==> src/verilog/tppo_defs.vh <==
`ifndef TPPO_DEFS_VH
`define TPPO_DEFS_VH
// Register byte offsets
`define TPPO_OFF_CTRL       8'h00
`define TPPO_OFF_FREQ       8'h04
`define TPPO_OFF_DIR        8'h08
`define TPPO_OFF_TGT_LO     8'h0C
`define TPPO_OFF_TGT_HI     8'h10
`define TPPO_OFF_CNT_LO     8'h14
`define TPPO_OFF_CNT_HI     8'h18
`define TPPO_OFF_STATUS     8'h1C
`define TPPO_OFF_IRQ_STAT   8'h20
`define TPPO_OFF_IRQ_MASK   8'h24
// Control fields
`define TPPO_CTRL_EN        0
`define TPPO_CTRL_CONT      1
`define TPPO_CTRL_RUN       2
`define TPPO_CTRL_SPP       3
// Status fields
`define TPPO_ST_REACHED     0
`define TPPO_ST_OWNED       1
`define TPPO_ST_REFUSED     2
// Interrupt fields
`define TPPO_IRQ_REACHED    0
`define TPPO_IRQ_REFUSED    1
// Direction modes
`define TPPO_MODE_A_LEADS   16'h0001
`define TPPO_MODE_B_LEADS   16'h0002
// Frequency range in Hz
`define TPPO_FREQ_MIN_HZ    16'h000C
`define TPPO_FREQ_MAX_HZ    16'h4E20
// Clock and timing
`define TPPO_CLK_HZ         50000000
`define TPPO_SCAN_US        1000
`define TPPO_SCAN_CYCLES    ((`TPPO_CLK_HZ / 1000000) * `TPPO_SCAN_US)
// Reset values
`define TPPO_FREQ_RST       16'h03E8
`endif

==> src/verilog/tppo_top.v <==
// How it works
// RULE1: Pulses are generated only while the output enable bit is set; clearing it stops them.
// RULE2: With continuous output selected, pulses continue past the target count.
// RULE3: Frequency register gives one full A/B period per second count, clamped to 12 Hz..20 kHz.
// RULE4: Target count is 32 bits held in a low and a high 16-bit word.
// RULE5: Present count is reported as 32 bits in a low and a high word.
// RULE6: Mode one makes phase A lead B, mode two makes phase B lead A.
// RULE7: Every transition on either phase adds one to the present count.
// RULE8: Outside continuous mode, reaching the target sets the reached flag, which clears only when enable turns off.
// RULE9: Software changes frequency, target and mode only while enabled and not yet reached.
// RULE10: Frequency or target change keeps the count; a mode change zeroes it.
// RULE11: The reported count is refreshed once per scan period.
// RULE12: Count zeroes when enable turns on and holds its value when enable turns off.
// RULE13: Works only in run mode and is refused if the single-phase pulse function owns the output.
// RULE14: In non-continuous mode both phases stop changing once the target is reached.
// RULE15: A and B are offset by a quarter period so the four edges are evenly spaced.
`include "tppo_defs.vh"
module tppo_top #(
    parameter SCAN_CYCLES = `TPPO_SCAN_CYCLES,
    parameter CLK_HZ      = `TPPO_CLK_HZ
) (
    input  wire        clk,
    input  wire        arst_n,
    input  wire [31:0] s_axi_awaddr,
    input  wire        s_axi_awvalid,
    output reg         s_axi_awready,
    input  wire [31:0] s_axi_wdata,
    input  wire [3:0]  s_axi_wstrb,
    input  wire        s_axi_wvalid,
    output reg         s_axi_wready,
    output reg  [1:0]  s_axi_bresp,
    output reg         s_axi_bvalid,
    input  wire        s_axi_bready,
    input  wire [31:0] s_axi_araddr,
    input  wire        s_axi_arvalid,
    output reg         s_axi_arready,
    output reg  [31:0] s_axi_rdata,
    output reg  [1:0]  s_axi_rresp,
    output reg         s_axi_rvalid,
    input  wire        s_axi_rready,
    output reg         phase_a,
    output reg         phase_b,
    output reg         irq
);
    // Control and setting registers
    reg        en_q;
    reg        cont_q;
    reg        run_q;
    reg        spp_q;
    reg [15:0] freq_q;
    reg [15:0] mode_q;
    reg [15:0] tgt_lo_q;
    reg [15:0] tgt_hi_q;
    reg [31:0] cnt_q;
    reg [31:0] cnt_rep_q;
    reg        reached_q;
    reg        owned_q;
    reg        refused_q;
    reg [1:0]  irq_stat_q;
    reg [1:0]  irq_mask_q;
    reg        en_prev_q;
    reg [31:0] scan_q;
    reg [31:0] tick_q;
    reg [1:0]  quad_q;
    reg [31:0] quarter_q;
    // Write channel holding
    reg [31:0] aw_addr_q;
    reg        aw_have_q;
    reg [31:0] w_data_q;
    reg [3:0]  w_strb_q;
    reg        w_have_q;

    wire [31:0] target     = {tgt_hi_q, tgt_lo_q}; // RULE4
    wire        active     = en_q & run_q & owned_q; // RULE13
    // Settings change only while enabled and not yet reached
    wire        settable   = en_q & ~reached_q; // RULE9
    // Out-of-range settings run at the nearest limit
    wire [15:0] freq_clamp = (freq_q < `TPPO_FREQ_MIN_HZ) ? `TPPO_FREQ_MIN_HZ :
                             (freq_q > `TPPO_FREQ_MAX_HZ) ? `TPPO_FREQ_MAX_HZ : freq_q; // RULE3
    // Quarter period in clock cycles
    wire [31:0] quarter_d  = CLK_HZ / ({16'h0000, freq_clamp} * 32'd4); // RULE15
    localparam [31:0] QUARTER_RST = CLK_HZ / (32'd4 * {16'h0000, `TPPO_FREQ_RST});
    wire        stepping   = active & (cont_q | ~reached_q); // RULE1 RULE2 RULE14
    wire        step       = stepping & (tick_q + 32'd1 >= quarter_q);
    // A target of zero is met only after the count wraps
    wire        hit        = step & ~cont_q & (cnt_q + 32'd1 == target);
    wire        do_write   = aw_have_q & w_have_q & ~s_axi_bvalid;
    wire [7:0]  waddr      = aw_addr_q[7:0];
    wire        wr_word    = do_write & (aw_addr_q[31:8] == 24'h000000);
    // Writing the same direction again keeps the count
    wire        mode_wr    = wr_word & (waddr == `TPPO_OFF_DIR) & settable & (w_strb_q[1:0] == 2'b11)
                             & (w_data_q[15:0] != mode_q);
    wire        en_rise    = en_q & ~en_prev_q;
    wire        claim_fail = en_rise & spp_q;

    // Write address and data accepted in either order
    always @(posedge clk or negedge arst_n)
    begin
        if (!arst_n)
        begin
            aw_have_q     <= 1'b0;
            w_have_q      <= 1'b0;
            aw_addr_q     <= 32'h00000000;
            w_data_q      <= 32'h00000000;
            w_strb_q      <= 4'h0;
            s_axi_awready <= 1'b0;
            s_axi_wready  <= 1'b0;
            s_axi_bvalid  <= 1'b0;
            s_axi_bresp   <= 2'b00;
        end
        else
        begin
            s_axi_awready <= ~aw_have_q & ~s_axi_awready & s_axi_awvalid;
            s_axi_wready  <= ~w_have_q & ~s_axi_wready & s_axi_wvalid;
            if (s_axi_awvalid & s_axi_awready)
            begin
                aw_have_q <= 1'b1;
                aw_addr_q <= s_axi_awaddr;
            end
            if (s_axi_wvalid & s_axi_wready)
            begin
                w_have_q <= 1'b1;
                w_data_q <= s_axi_wdata;
                w_strb_q <= s_axi_wstrb;
            end
            if (do_write)
            begin
                aw_have_q    <= 1'b0;
                w_have_q     <= 1'b0;
                s_axi_bvalid <= 1'b1;
                s_axi_bresp  <= wr_word ? 2'b00 : 2'b10;
            end
            else if (s_axi_bvalid & s_axi_bready)
            begin
                s_axi_bvalid <= 1'b0;
            end
        end
    end

    // Register writes
    always @(posedge clk or negedge arst_n)
    begin
        if (!arst_n)
        begin
            en_q       <= 1'b0;
            cont_q     <= 1'b0;
            run_q      <= 1'b0;
            spp_q      <= 1'b0;
            freq_q     <= `TPPO_FREQ_RST;
            mode_q     <= `TPPO_MODE_A_LEADS;
            tgt_lo_q   <= 16'h0000;
            tgt_hi_q   <= 16'h0000;
            irq_mask_q <= 2'b00;
        end
        else if (wr_word)
        begin
            case (waddr)
                `TPPO_OFF_CTRL:
                begin
                    if (w_strb_q[0])
                    begin
                        en_q   <= w_data_q[`TPPO_CTRL_EN];
                        cont_q <= w_data_q[`TPPO_CTRL_CONT];
                        run_q  <= w_data_q[`TPPO_CTRL_RUN];
                        spp_q  <= w_data_q[`TPPO_CTRL_SPP];
                    end
                end
                `TPPO_OFF_FREQ:
                begin
                    if (settable)
                    begin
                        if (w_strb_q[0]) freq_q[7:0]  <= w_data_q[7:0]; // RULE9
                        if (w_strb_q[1]) freq_q[15:8] <= w_data_q[15:8];
                    end
                end
                `TPPO_OFF_DIR:
                begin
                    if (mode_wr)
                        mode_q <= w_data_q[15:0]; // RULE9
                end
                `TPPO_OFF_TGT_LO:
                begin
                    if (settable)
                    begin
                        if (w_strb_q[0]) tgt_lo_q[7:0]  <= w_data_q[7:0];
                        if (w_strb_q[1]) tgt_lo_q[15:8] <= w_data_q[15:8];
                    end
                end
                `TPPO_OFF_TGT_HI:
                begin
                    if (settable)
                    begin
                        if (w_strb_q[0]) tgt_hi_q[7:0]  <= w_data_q[7:0];
                        if (w_strb_q[1]) tgt_hi_q[15:8] <= w_data_q[15:8];
                    end
                end
                `TPPO_OFF_IRQ_MASK:
                begin
                    if (w_strb_q[0])
                        irq_mask_q <= w_data_q[1:0];
                end
                default:
                begin
                    irq_mask_q <= irq_mask_q;
                end
            endcase
        end
    end

    // Pulse engine, count and flags
    always @(posedge clk or negedge arst_n)
    begin
        if (!arst_n)
        begin
            en_prev_q <= 1'b0;
            owned_q   <= 1'b0;
            refused_q <= 1'b0;
            reached_q <= 1'b0;
            cnt_q     <= 32'h00000000;
            tick_q    <= 32'h00000000;
            quad_q    <= 2'b00;
        end
        else
        begin
            en_prev_q <= en_q;
            // Disable stops stepping and clears the reached flag
            if (!en_q)
            begin
                owned_q   <= 1'b0;
                reached_q <= 1'b0; // RULE8
                tick_q    <= 32'h00000000;
            end
            else if (en_rise)
            begin
                // Ownership settles once, at the enable rise
                owned_q   <= ~spp_q; // RULE13
                refused_q <= spp_q;
                cnt_q     <= 32'h00000000; // RULE12
                // Phase position is kept so a restart never moves both outputs
                tick_q    <= 32'h00000000;
            end
            else
            begin
                if (mode_wr)
                    cnt_q <= 32'h00000000; // RULE10
                else if (step)
                    cnt_q <= cnt_q + 32'd1; // RULE7
                if (step)
                begin
                    tick_q <= 32'h00000000;
                    if (mode_q == `TPPO_MODE_B_LEADS)
                        quad_q <= quad_q - 2'd1; // RULE6
                    else
                        quad_q <= quad_q + 2'd1; // RULE6
                end
                else if (stepping)
                    tick_q <= tick_q + 32'd1;
                if (hit)
                    reached_q <= 1'b1; // RULE8
            end
        end
    end

    // Scan period refresh of reported count
    always @(posedge clk or negedge arst_n)
    begin
        if (!arst_n)
        begin
            scan_q    <= 32'h00000000;
            cnt_rep_q <= 32'h00000000;
        end
        else if (scan_q + 32'd1 >= SCAN_CYCLES)
        begin
            scan_q    <= 32'h00000000;
            cnt_rep_q <= cnt_q; // RULE11 RULE5
        end
        else
            scan_q <= scan_q + 32'd1;
    end

    // Quarter period registered to keep the divider off the step compare path
    always @(posedge clk or negedge arst_n)
    begin
        if (!arst_n)
            quarter_q <= QUARTER_RST;
        else
            quarter_q <= quarter_d;
    end

    // Fixed gray mapping; direction only reverses the step order
    always @(posedge clk or negedge arst_n)
    begin
        if (!arst_n)
        begin
            phase_a <= 1'b0;
            phase_b <= 1'b0;
        end
        else
        begin
            phase_a <= quad_q[1] ^ quad_q[0]; // RULE6 RULE15
            phase_b <= quad_q[1];
        end
    end

    // Interrupt status, write one to clear, set wins
    wire [1:0] irq_set = {claim_fail, hit};
    wire       irq_wr  = wr_word & (waddr == `TPPO_OFF_IRQ_STAT) & w_strb_q[0];
    genvar     gi;
    generate
        for (gi = 0; gi < 2; gi = gi + 1)
        begin : g_irq
            always @(posedge clk or negedge arst_n)
            begin
                if (!arst_n)
                    irq_stat_q[gi] <= 1'b0;
                else if (irq_set[gi])
                    irq_stat_q[gi] <= 1'b1;
                else if (irq_wr & w_data_q[gi])
                    irq_stat_q[gi] <= 1'b0;
            end
        end
    endgenerate

    // Level interrupt from unmasked sticky bits
    always @(posedge clk or negedge arst_n)
    begin
        if (!arst_n)
            irq <= 1'b0;
        else
            irq <= |(irq_stat_q & irq_mask_q);
    end

    // Read channel
    always @(posedge clk or negedge arst_n)
    begin
        if (!arst_n)
        begin
            s_axi_arready <= 1'b0;
            s_axi_rvalid  <= 1'b0;
            s_axi_rdata   <= 32'h00000000;
            s_axi_rresp   <= 2'b00;
        end
        else
        begin
            s_axi_arready <= ~s_axi_arready & ~s_axi_rvalid & s_axi_arvalid;
            if (s_axi_arvalid & s_axi_arready)
            begin
                s_axi_rvalid <= 1'b1;
                s_axi_rresp  <= 2'b00;
                s_axi_rdata  <= 32'h00000000;
                if (s_axi_araddr[31:8] != 24'h000000)
                    s_axi_rresp <= 2'b10;
                else
                case (s_axi_araddr[7:0])
                    `TPPO_OFF_CTRL:     s_axi_rdata <= {28'h0000000, spp_q, run_q, cont_q, en_q};
                    `TPPO_OFF_FREQ:     s_axi_rdata <= {16'h0000, freq_q};
                    `TPPO_OFF_DIR:      s_axi_rdata <= {16'h0000, mode_q};
                    `TPPO_OFF_TGT_LO:   s_axi_rdata <= {16'h0000, tgt_lo_q};
                    `TPPO_OFF_TGT_HI:   s_axi_rdata <= {16'h0000, tgt_hi_q};
                    // Both count halves come from one snapshot between refreshes
                    `TPPO_OFF_CNT_LO:   s_axi_rdata <= {16'h0000, cnt_rep_q[15:0]}; // RULE5
                    `TPPO_OFF_CNT_HI:   s_axi_rdata <= {16'h0000, cnt_rep_q[31:16]};
                    `TPPO_OFF_STATUS:   s_axi_rdata <= {29'h00000000, refused_q, owned_q, reached_q};
                    `TPPO_OFF_IRQ_STAT: s_axi_rdata <= {30'h00000000, irq_stat_q};
                    `TPPO_OFF_IRQ_MASK: s_axi_rdata <= {30'h00000000, irq_mask_q};
                    default:            s_axi_rresp <= 2'b10;
                endcase
            end
            else if (s_axi_rvalid & s_axi_rready)
                s_axi_rvalid <= 1'b0;
        end
    end
endmodule

==> config.mk <==
export PLATFORM = sky130hd
export DESIGN_NAME = tppo_top
export DESIGN_NICKNAME = d
export VERILOG_FILES = /design/src/verilog/tppo_top.v
export VERILOG_INCLUDE_DIRS = /design/src /design/src/verilog
export SDC_FILE = /design/constraint.sdc
export NUM_CORES = 1
export LEC_CHECK = 0
export BUFFER_PORTS_ARGS = -buffer_cell sky130_fd_sc_hd__buf_2
export CORE_ASPECT_RATIO = 0.7
export CORE_UTILIZATION = 39
export CTS_BUF_LIST = sky130_fd_sc_hd__clkbuf_16
export DETAILED_ROUTE_END_ITERATION = 7
export PLACE_DENSITY = 0.52
export SYNTH_ARGS = -nofsm -noshare
export SYNTH_HDL_FRONTEND = slang
export SYNTH_SLANG_ARGS = --single-unit
==> constraint.sdc <==
create_clock -name clk -period 130.7 [get_ports clk]
set_input_delay 13.07 -clock clk [delete_from_list [all_inputs] [get_ports clk]]
set_output_delay 13.07 -clock clk [all_outputs]
set_load 0.01 [all_outputs]
# == After elaboration in Yosys (flattened, before gate mapping) ==
# Cells that the tools add are included.
# totals
in_bits,107
output_inout_bits,44
wordCells,178
reg_bits,334
# op_classes
n_addsub,5
order_cmp,4
n_div,1
n_eq_ne,23
reduce_logical,26
bitwise_logic,46
n_mux,33
# op_table
op,count
$mux W32,8
$pmux W16 S10,1
$add A32 B1 Y32 const B,3
$mux W16,3
$eq A8 B5 Y1 const B,5
$div A26 B18 Y32 const A,1
$eq A32 B32 Y1,1
$eq A8 B4 Y1 const B,4
$eq A8 B6 Y1 const B,4
$ge A32 B16 Y1 const B,1
$ge A32 B32 Y1,1
$and A1 B1 Y1,31
$logic_not A24 Y1,1
$reduce_and A4 Y1,6
$reduce_bool A24 Y1,1
$mux W1,17
$eq A16 B2 Y1 const B,1
$eq A8 B3 Y1 const B,2
$gt A16 B15 Y1 const B,1
$logic_not A8 Y1,2
$lt A16 B4 Y1 const B,1
$ne A16 B16 Y1,1
$not A1 Y1,12
$reduce_and A3 Y1,4
15 further kinds,26

# == Longest topological paths before layout ==
# Gate-level depths: netlist of run 1.
# depth
ltp_word,9
ltp_mapped,412
depth_no_buf,378

# == Least setup slack after synthesis of run 1 ==
# Ideal clock, no wire load.
# synth_timing
kind,register to register
start,register freq_q[14]
end,register quarter_q[0]
n_path_buf,40
setup_ns,0.139
required_ns,130.561
arrival_ns,74.665
path_stages_with_launch,393
period_less_slack_ns,74.803
slack_ns,55.897
cell_sequence,dfrtp_1 -> clkbuf_1 -> and4_1 -> a311o_1 -> buf_2 -> buf_1 -> o21ai_0 -> a21oi_1 -> ha_1 -> o21a_1 -> o2111ai_1 -> inv_1 -> nand2_1 -> inv_1 -> ha_1 -> a21o_1 -> a21oi_1 -> nor2_1 -> (+357 left out) -> a21oi_1 -> o311ai_1 -> nor3_1 -> nand3b_1 -> buf_2 -> mux2_2 -> ha_1 -> a21o_1 -> a21o_1 -> a21oi_1 -> o21ai_0 -> a21o_1 -> a221oi_1 -> nand3_1 -> a2111oi_0 -> and4_1 -> o211ai_1 -> or4_1
# synth_via
elab_chain_cells,4
word_cells_on_any_way,5
cone_classes,div (1); order compare (2); mux (2)
# synth_rtl
element,line_no,text
"start, declared",tppo_top.v:50,reg [15:0] freq_q;
"start signal, assigned",tppo_top.v:149,freq_q <= `TPPO_FREQ_RST;
"start signal, assigned",tppo_top.v:173,if (w_strb_q[1]) freq_q[15:8] <= w_data_q[15:8];
$gt A16 B15 Y1 (no line),n/a,
$mux W16,tppo_top.v:79,(freq_q > `TPPO_FREQ_MAX_HZ) ? `TPPO_FREQ_MAX_HZ : freq_q;
$mux W16 (*),tppo_top.v:78,wire [15:0] freq_clamp = (freq_q < `TPPO_FREQ_MIN_HZ) ? `TPPO_FREQ_MIN_HZ :
$div A26 B18 Y32 (*),tppo_top.v:81,"wire [31:0] quarter_d = CLK_HZ / ({16'h0000, freq_clamp} * 32'd4);"
net quarter_d[0],tppo_top.v:81,
"end signal, assigned",tppo_top.v:287,quarter_q <= quarter_d;
"end, declared",tppo_top.v:65,reg [31:0] quarter_q;
# Mark *: on every way through the listed nets, which the timed path passes. The rest lies on a longest branch.
# A chain may end at the register's enable or synchronous reset.

# == Worst setup path after layout of run 1 ==
# layout_timing
start,register freq_q[12]
end,register quarter_q[0]
# Same word-level chain as after synthesis.

==> summary.txt, run 1 <==
Synth
  – Area of the mapped netlist: 37,800 um2
  – Register area share after synthesis: a little over a fifth
  – Distinct cell type count of the synthesized netlist: around 120
  – Number of synthesized flops with an enable pin: 0
  – Commonest cells in the synthesized netlist: nor2_1, nand2_1, ha_1, a21oi_1, dfrtp_1
  – Most numerous cell in the Yosys netlist: nor2_1
  – Synth Register Bits: ~310
  – Yosys warnings: 0
  – Synth area leaders: dfrtp_1, ha_1, mux2_2
  – Post-Syn Area per Cell: between 7 and 8 um2
  – Mapped Cells: around 4,700
  – Synth area leader: dfrtp_1
  – Main synth FF type: dfrtp_1
  – Post-synth top area share: 19.9%
  – Ys async rst share: between 90% and 100%

Cells and area
  – Layout Nets: around 5,300
  – Ratio of cells with drive above 1 in the final layout: about an eighth
  – Fill count: 9,748
  – Ant diodes: 0
  – Layout Area Growth over Synthesis: 8.42%

Timing
  – Unrepaired setup endpoints after global routing: no
  – Final period utilization: 69.2%
  – Final setup margin: 40.29 ns
  – Final hold vios: 0
  – Final Max Slew Viols: 0
  – Max_slew headroom: under 10%
  – Clk_skew: 0.0213 ns
  – Final setup viols: 0
  – Period minus WS final: roughly 90 ns
  – FMAX: around 0.011 GHz
  – Setup TNS: 0 ns
  – Least-Margin Pin Slew: 1.44 ns

Clock network
  – Clock slew at reported path FFs: approximately 0.07 ns
  – Clk root buf: clkbuf_16
  – CTS buffer count: 30
  – Post-CTS Setup Inserts: 0
  – H-Tree Depth: 1
  – # resized after CTS: 0
  – Hold_buf cts: 0
  – CTS tree: yes
  – Clock sinks: roughly 310
  – Worst-skew pair later-pin latency: approximately 0.6 ns
  – Clk buf depth: 3

Routing
  – Vias: approximately 36,000
  – WL final: roughly 120,000 um
  – Wire per inst: ~19 um
  – DRT Pass-1 Iters: 6
  – Antenna Nets Post-Route: 0
  – Vias/cell: 5.83
  – DRC viols: 0
  – Initial DRC Count: 2,692

Setup path
  – Worst path required time: between 100 and 150 ns
  – Critical Path Source: freq_q[12]$_DFFE_PN0P_
  – Worst Reg-to-Reg Cells: 367
  – Slowest CP cell: o21ai_0
  – Crit path capture: quarter_q[0]$_DFF_PN0_
  – Max stage delay on crit path: roughly 1.1 ns
  – Critical R2R Capture: quarter_q[0]$_DFF_PN0_
  – Worst R2R Setup Slack: roughly 40 ns
  – Crit. End Element: register
  – Crit start category: register
  – Kind of critical path: reg -> reg
  – Worst r2r src: freq_q[12]$_DFFE_PN0P_
  – Data arrival, critical path: ~91 ns
  – CP Max Fanout: 36
  – Most frequent CP cell: o21a_1

Global routing
  – GRT Total Usage: about 23%
  – Initial antenna violation count: 2
  – Vias in the first global route: about 33,000
  – Pin count of the biggest net entering global routing: 107
  – First-pass GRT wire length: 187,000 um
  – Grt total ovfl: 0

Job
  – Max_cap viols: 1

Floorplanning
  – Starting Density: 39.4%
  – Chip width: 374 um
  – CORE AREA: between 90,000 and 100,000 um2
  – Top Ports: around 150
  – Rows: 95
  – Die ar.: 98,200 um2
  – Die H: between 200 and 300 um

Place
  – HPWL Detailed: around 91,000 um
  – Port bufs: ~110
  – Dpl ws: between 40 and 50 ns
  – Routability cong.: between 0.8 and 0.9

Run status
  – Failing checks: capacitance limit
  – Run status: finished with violations

Hold path
  – Hold WC Path Type: reg -> reg
## cells by family (layout without fill, tap and decap cells)
logic type	Yosys count	count (layout)	synth area share (%)
AOI/OAI and AO/OA	1458	1458	26.4
xor gates and xnor gates	343	343	7.95
muxes	259	259	7.62
DFF	314	314	20.8
buffers and inverters	301	363	3.24
and+or+nand+nor	1690	1690	22.0
other	2	55	0.0199
adders and majority gates	361	361	12.0
## layout make-up
class	instances	area, um2	share of cell area, %
Clock buffer	30	751	1.83
Clock inverter	26	267	0.650
Inverter	138	518	1.26
Multi-Input combinational cell	4166	29000	70.8
Sequential cell	314	7870	19.2
Tap cell	1261	1580	3.85
Timing Repair Buffer	169	993	2.42
## flip-flops by register name, indices dropped and copies added, names as in the netlist, 2 cells and up
register     cells
s_axi_rdata     16
quad_q           2
quarter_q       30
cnt_q           32
tick_q          32
tgt_lo_q        16
irq_mask_q       2
tgt_hi_q        16
aw_addr_q       32
cnt_rep_q       32
scan_q          32
irq_stat_q       2
w_strb_q         2
mode_q          16
w_data_q        16
freq_q          16
## per-layer routing
layer  global-route usage, %  wire, um  up-vias
li1                        -         -    17800
met1                    37.7     63000    16900
met4                    2.61      1200        0
met2                    32.6     45900      822
met3                    3.10      6890       71
met5                       0         0        -
## through the flow
stage / area (um2) / std cells / utilization, % / hold slack [ns]
after floorplan: 38000 / 4781 / - / 0.352
after CTS: 41000 / 6104 / 42.7 / 0.450
after global placement: 40000 / 6048 / 41.6 / 0.428
after detailed placement: 40000 / 6048 / 41.6 / 0.433
after global routing: 41000 / 6104 / 42.7 / 0.465
final: 41000 / 6104 / 42.7 / 0.441
## critical path: cells and delay by family (launching register included)
kind	cells	cell delay, ns
multiplexers	4	0.97
AND/OR/NAND/NOR	89	21.45
AO/OA/AOI/OAI	211	48.34
buffers and inverters	36	10.01
adder cells (fa/ha/maj)	27	8.63
flip-flops	1	0.49
## cells in the final DEF, fill, tap and decap left out, types with 74 or more instances in the layout
cell type	count
mux2_2	225
ha_1	361
nand2b_1	102
o21ai_0	265
xnor2_1	208
buf_2	113
and3_1	74
dfrtp_1	301
inv_1	127
xor2_1	135
nor3_1	154
nand3_1	119
a21o_1	124
a21oi_1	317
nor2_1	483
o21a_1	178
nand2_1	389
## worst min path at each step
stage                           from                  end  slack, ns  depth (start not counted)
4_1_cts        quad_q[1]$_DFFE_PN0P_    phase_b$_DFF_PN0_       0.45                          0
3_3_place_gp   quad_q[1]$_DFFE_PN0P_    phase_b$_DFF_PN0_       0.43                          0
3_5_place_dp   quad_q[1]$_DFFE_PN0P_    phase_b$_DFF_PN0_       0.43                          0
2_1_floorplan       en_q$_DFFE_PN0P_  en_prev_q$_DFF_PN0_       0.35                          0
5_1_grt        quad_q[1]$_DFFE_PN0P_    phase_b$_DFF_PN0_       0.47                          0
6_report       quad_q[1]$_DFFE_PN0P_    phase_b$_DFF_PN0_       0.44                          0
Power of run 1 is left out: the tool's default activity adds up to more than one toggle a clock period on the data nets, which glitch-free logic cannot reach.
==> inputs of run 2 (changes only) <==
Settings changed: ABC_AREA from default to 1.
Clock period 130.7 ns to 84.4 ns, I/O delays scaled along.
==> summary.txt, run 2 <==
Timing
  – Setup TNS: 0 ns (unchanged)
  – Final Max Slew Viols: 0 (unchanged)
  – Unrepaired setup endpoints after global routing: no
  – Final setup viols: 0 (unchanged)
  – Final hold vios: 0 (unchanged)
  – Clk_skew: 0.0143 ns (-0.00696 ns)
  – Final period utilization: 79.1% (+9.9 points)
  – Period minus WS final: 66.74 ns (-23.67 ns)
  – Final setup margin: 17.66 ns (-22.63 ns)
  – Max_slew headroom: 24.7% (+23 points)
  – Least-Margin Pin Slew: 1.12 ns (-0.317 ns)
  – FMAX: 0.0150 GHz (+35%)

Clock network
  – CTS buffer count: 31 (+3.3%)
  – Clk root buf: clkbuf_16
  – CTS tree: yes
  – Clk buf depth: 3 (unchanged)
  – H-Tree Depth: 1 (unchanged)
  – # resized after CTS: 0 (unchanged)
  – Clock sinks: 314 (unchanged)
  – Post-CTS Setup Inserts: 0 (unchanged)
  – Worst-skew pair later-pin latency: 0.61 ns (about the same)
  – Clock slew at reported path FFs: 0.07 ns (about the same)
  – Hold_buf cts: 0 (unchanged)

Setup path
  – Kind of critical path: reg -> reg
  – CP Max Fanout: 28 (-22%)
  – Crit. End Element: register
  – Worst path required time: 84.84 ns (-46.28 ns)
  – Crit path max-delay family: simple AND/OR/NAND/NOR gates
  – Slowest CP cell: inv_2
  – Data arrival, critical path: 67.18 ns (-23.65 ns)
  – Sum of buffers and inverters on the critical path: 52 (+44%)
  – Crit start category: register
  – Max stage delay on crit path: 0.62 ns (-0.43 ns)
  – Most frequent CP cell: nand2_1

Place
  – HPWL Detailed: 91,400 um (about the same)
  – Dpl ws: 17.83 ns (-23.50 ns)
  – Port bufs: 114 (unchanged)
  – DP Area: 39,300 um2 (-1.7%)
  – Routability cong.: 0.904 (+2.0%)
  – Placed Cells: 6,811 (+13%)

Cells and area
  – Layout Area Growth over Synthesis: 7.15%
  – Layout Nets: 6,064 (+15%)
  – Commonest non-fill, non-tap cell in the layout: nand2_1
  – Ant diodes: 0 (unchanged)
  – Fill count: 10,000 (+2.6%)
  – Most frequent cells in the layout: nand2_1, inv_1, o21ai_0, ha_1, a21oi_1
  – Ratio of cells with drive above 1 in the final layout: 10.2% (-2.2 points)
  – Final instance area: 40,200 um2 (-1.8%)
  – Non-filler cells, final: 6,867 (+13%)

Synth
  – Number of synthesized flops with an enable pin: 0 (unchanged)
  – Commonest cells in the synthesized netlist: nand2_1, inv_1, o21ai_0, ha_1, a21oi_1
  – Post-Syn Area per Cell: 6.83 um2 (-15%)
  – Main synth FF type: dfrtp_1
  – Most numerous cell in the Yosys netlist: nand2_1
  – Synth area leader: dfrtp_1
  – Mapped Cells: 5,501 (+16%)
  – Area of the mapped netlist: 37,600 um2 (-0.62%)
  – Yosys warnings: 0 (unchanged)
  – Synth area leaders: dfrtp_1, nand2_1, ha_1
  – Ys async rst share: 100% (unchanged)
  – Post-synth top area share: 20.1% (+0.12 points)
  – Distinct cell type count of the synthesized netlist: 101 (-14%)
  – Register area share after synthesis: 21.0% (+0.13 points)
  – Synth Register Bits: 314 (unchanged)

Floorplanning
  – Chip width: 373 um (-0.31%)
  – Rows: 94 (-1.1%)
  – Die H: 262 um (-0.30%)
  – CORE AREA: 94,700 um2 (-1.4%)
  – Top Ports: 151 (unchanged)
  – Die ar.: 97,600 um2 (-0.61%)
  – Starting Density: 39.7% (+0.32 points)

Global routing
  – Grt total ovfl: 0 (unchanged)
  – Vias in the first global route: 32,900 (+0.35%)
  – Initial antenna violation count: 2 (unchanged)
  – Pin count of the biggest net entering global routing: 151 (+41%)
  – First-pass GRT wire length: 184,000 um (-1.5%)
  – GRT Total Usage: 23.4% (+0.15 points)

Routing
  – DRT Pass-1 Iters: 5 (-1)
  – Vias/cell: 5.18 (-11%)
  – Vias: 35,600 (+0.014%)
  – Antenna Nets Post-Route: 0 (unchanged)
  – Wire per inst: 16.8 um (-13%)
  – WL final: 115,000 um (-1.6%)
  – DRC viols: 0 (unchanged)
  – Initial DRC Count: 2,768 (+2.8%)

Job
  – Max_cap viols: 0 (-1)

Run status
  – Run status: finished clean

Hold path
  – Hold WC Path Type: reg -> reg
==> run 2: changes by cell type after synthesis, sizes merged, moves of 55 or more <==
cell and change:
a21o -109, nand3 +230, o21a -171, and3 -69, nand2 +1067, o21ai +250
a22oi -55, nand2b -101, inv +588, nand4 +62, mux2 -225, xor2 +84
nor2 -130, nor3 -91
==> run 2: final cells by class <==
type,count,area (um2),area share (%)
clock buffers,31,776,1.93
clock inverters,25,184,0.457
well taps,1248,1560,3.88
inverters,744,2840,7.05
flip-flops and latches,314,7870,19.6
repair buffers,140,788,1.96
multi-input cells,4365,26200,65.2
==> run 2: routing by layer <==
layer | wire, um | part of all wire (%) | up-vias | track usage (%)
met5 | 129 | 0.11 | - | 0.943
met4 | 1510 | 1.3 | 2 | 3.10
met3 | 7580 | 6.6 | 80 | 3.92
met2 | 42600 | 37 | 750 | 32.2
met1 | 63300 | 55 | 16300 | 37.6
li1 | - | - | 18500 | -
==> run 2: cells by family after synthesis <==
group	share of synthesized area (%)
adders and majority gates	12.0
DFF	21.0
buffers and inverters	9.86
and+or+nand+nor	31.3
AOI/OAI and AO/OA	16.8
other	0.0200
muxes	0.0866
xor gates and xnor gates	8.98
==> run 2: path summary, 6_finish.rpt <==
check                      cells past startpoint                  endpoint                    from  slack, ns
max                                          396    quarter_q[0]$_DFF_PN0_  freq_q[14]$_DFFE_PN0P_      17.66
min                                            0         phase_b$_DFF_PN0_   quad_q[1]$_DFFE_PN0P_       0.42
max reg2reg                                  396    quarter_q[0]$_DFF_PN0_  freq_q[14]$_DFFE_PN0P_      17.66
min reg2reg                                    0         phase_b$_DFF_PN0_   quad_q[1]$_DFFE_PN0P_       0.42
max in group asynchronous                      2    tick_q[23]$_DFFE_PN0P_                  arst_n      75.10
min in group asynchronous                      1  cnt_rep_q[5]$_DFFE_PN0P_                  arst_n       7.90
==> run 2: worst reg2reg max path: cells and delay by family, from the launching register on <==
family,cells,cell delay (ns)
simple gates,202,23.74
compound gates,115,23.42
buf+inv,52,9.91
fa+ha+maj,27,8.96
flops,1,0.49
==> run 2: through the flow <==
stage | utilization (%) | hold slack [ns]
detailed placement | 41.5 | 0.408
finish | 42.5 | 0.418
floorplan | - | 0.392
CTS | 42.5 | 0.423
global route | 42.5 | 0.448
global placement | 41.5 | 0.408
Power of run 2 is left out for the same reason.
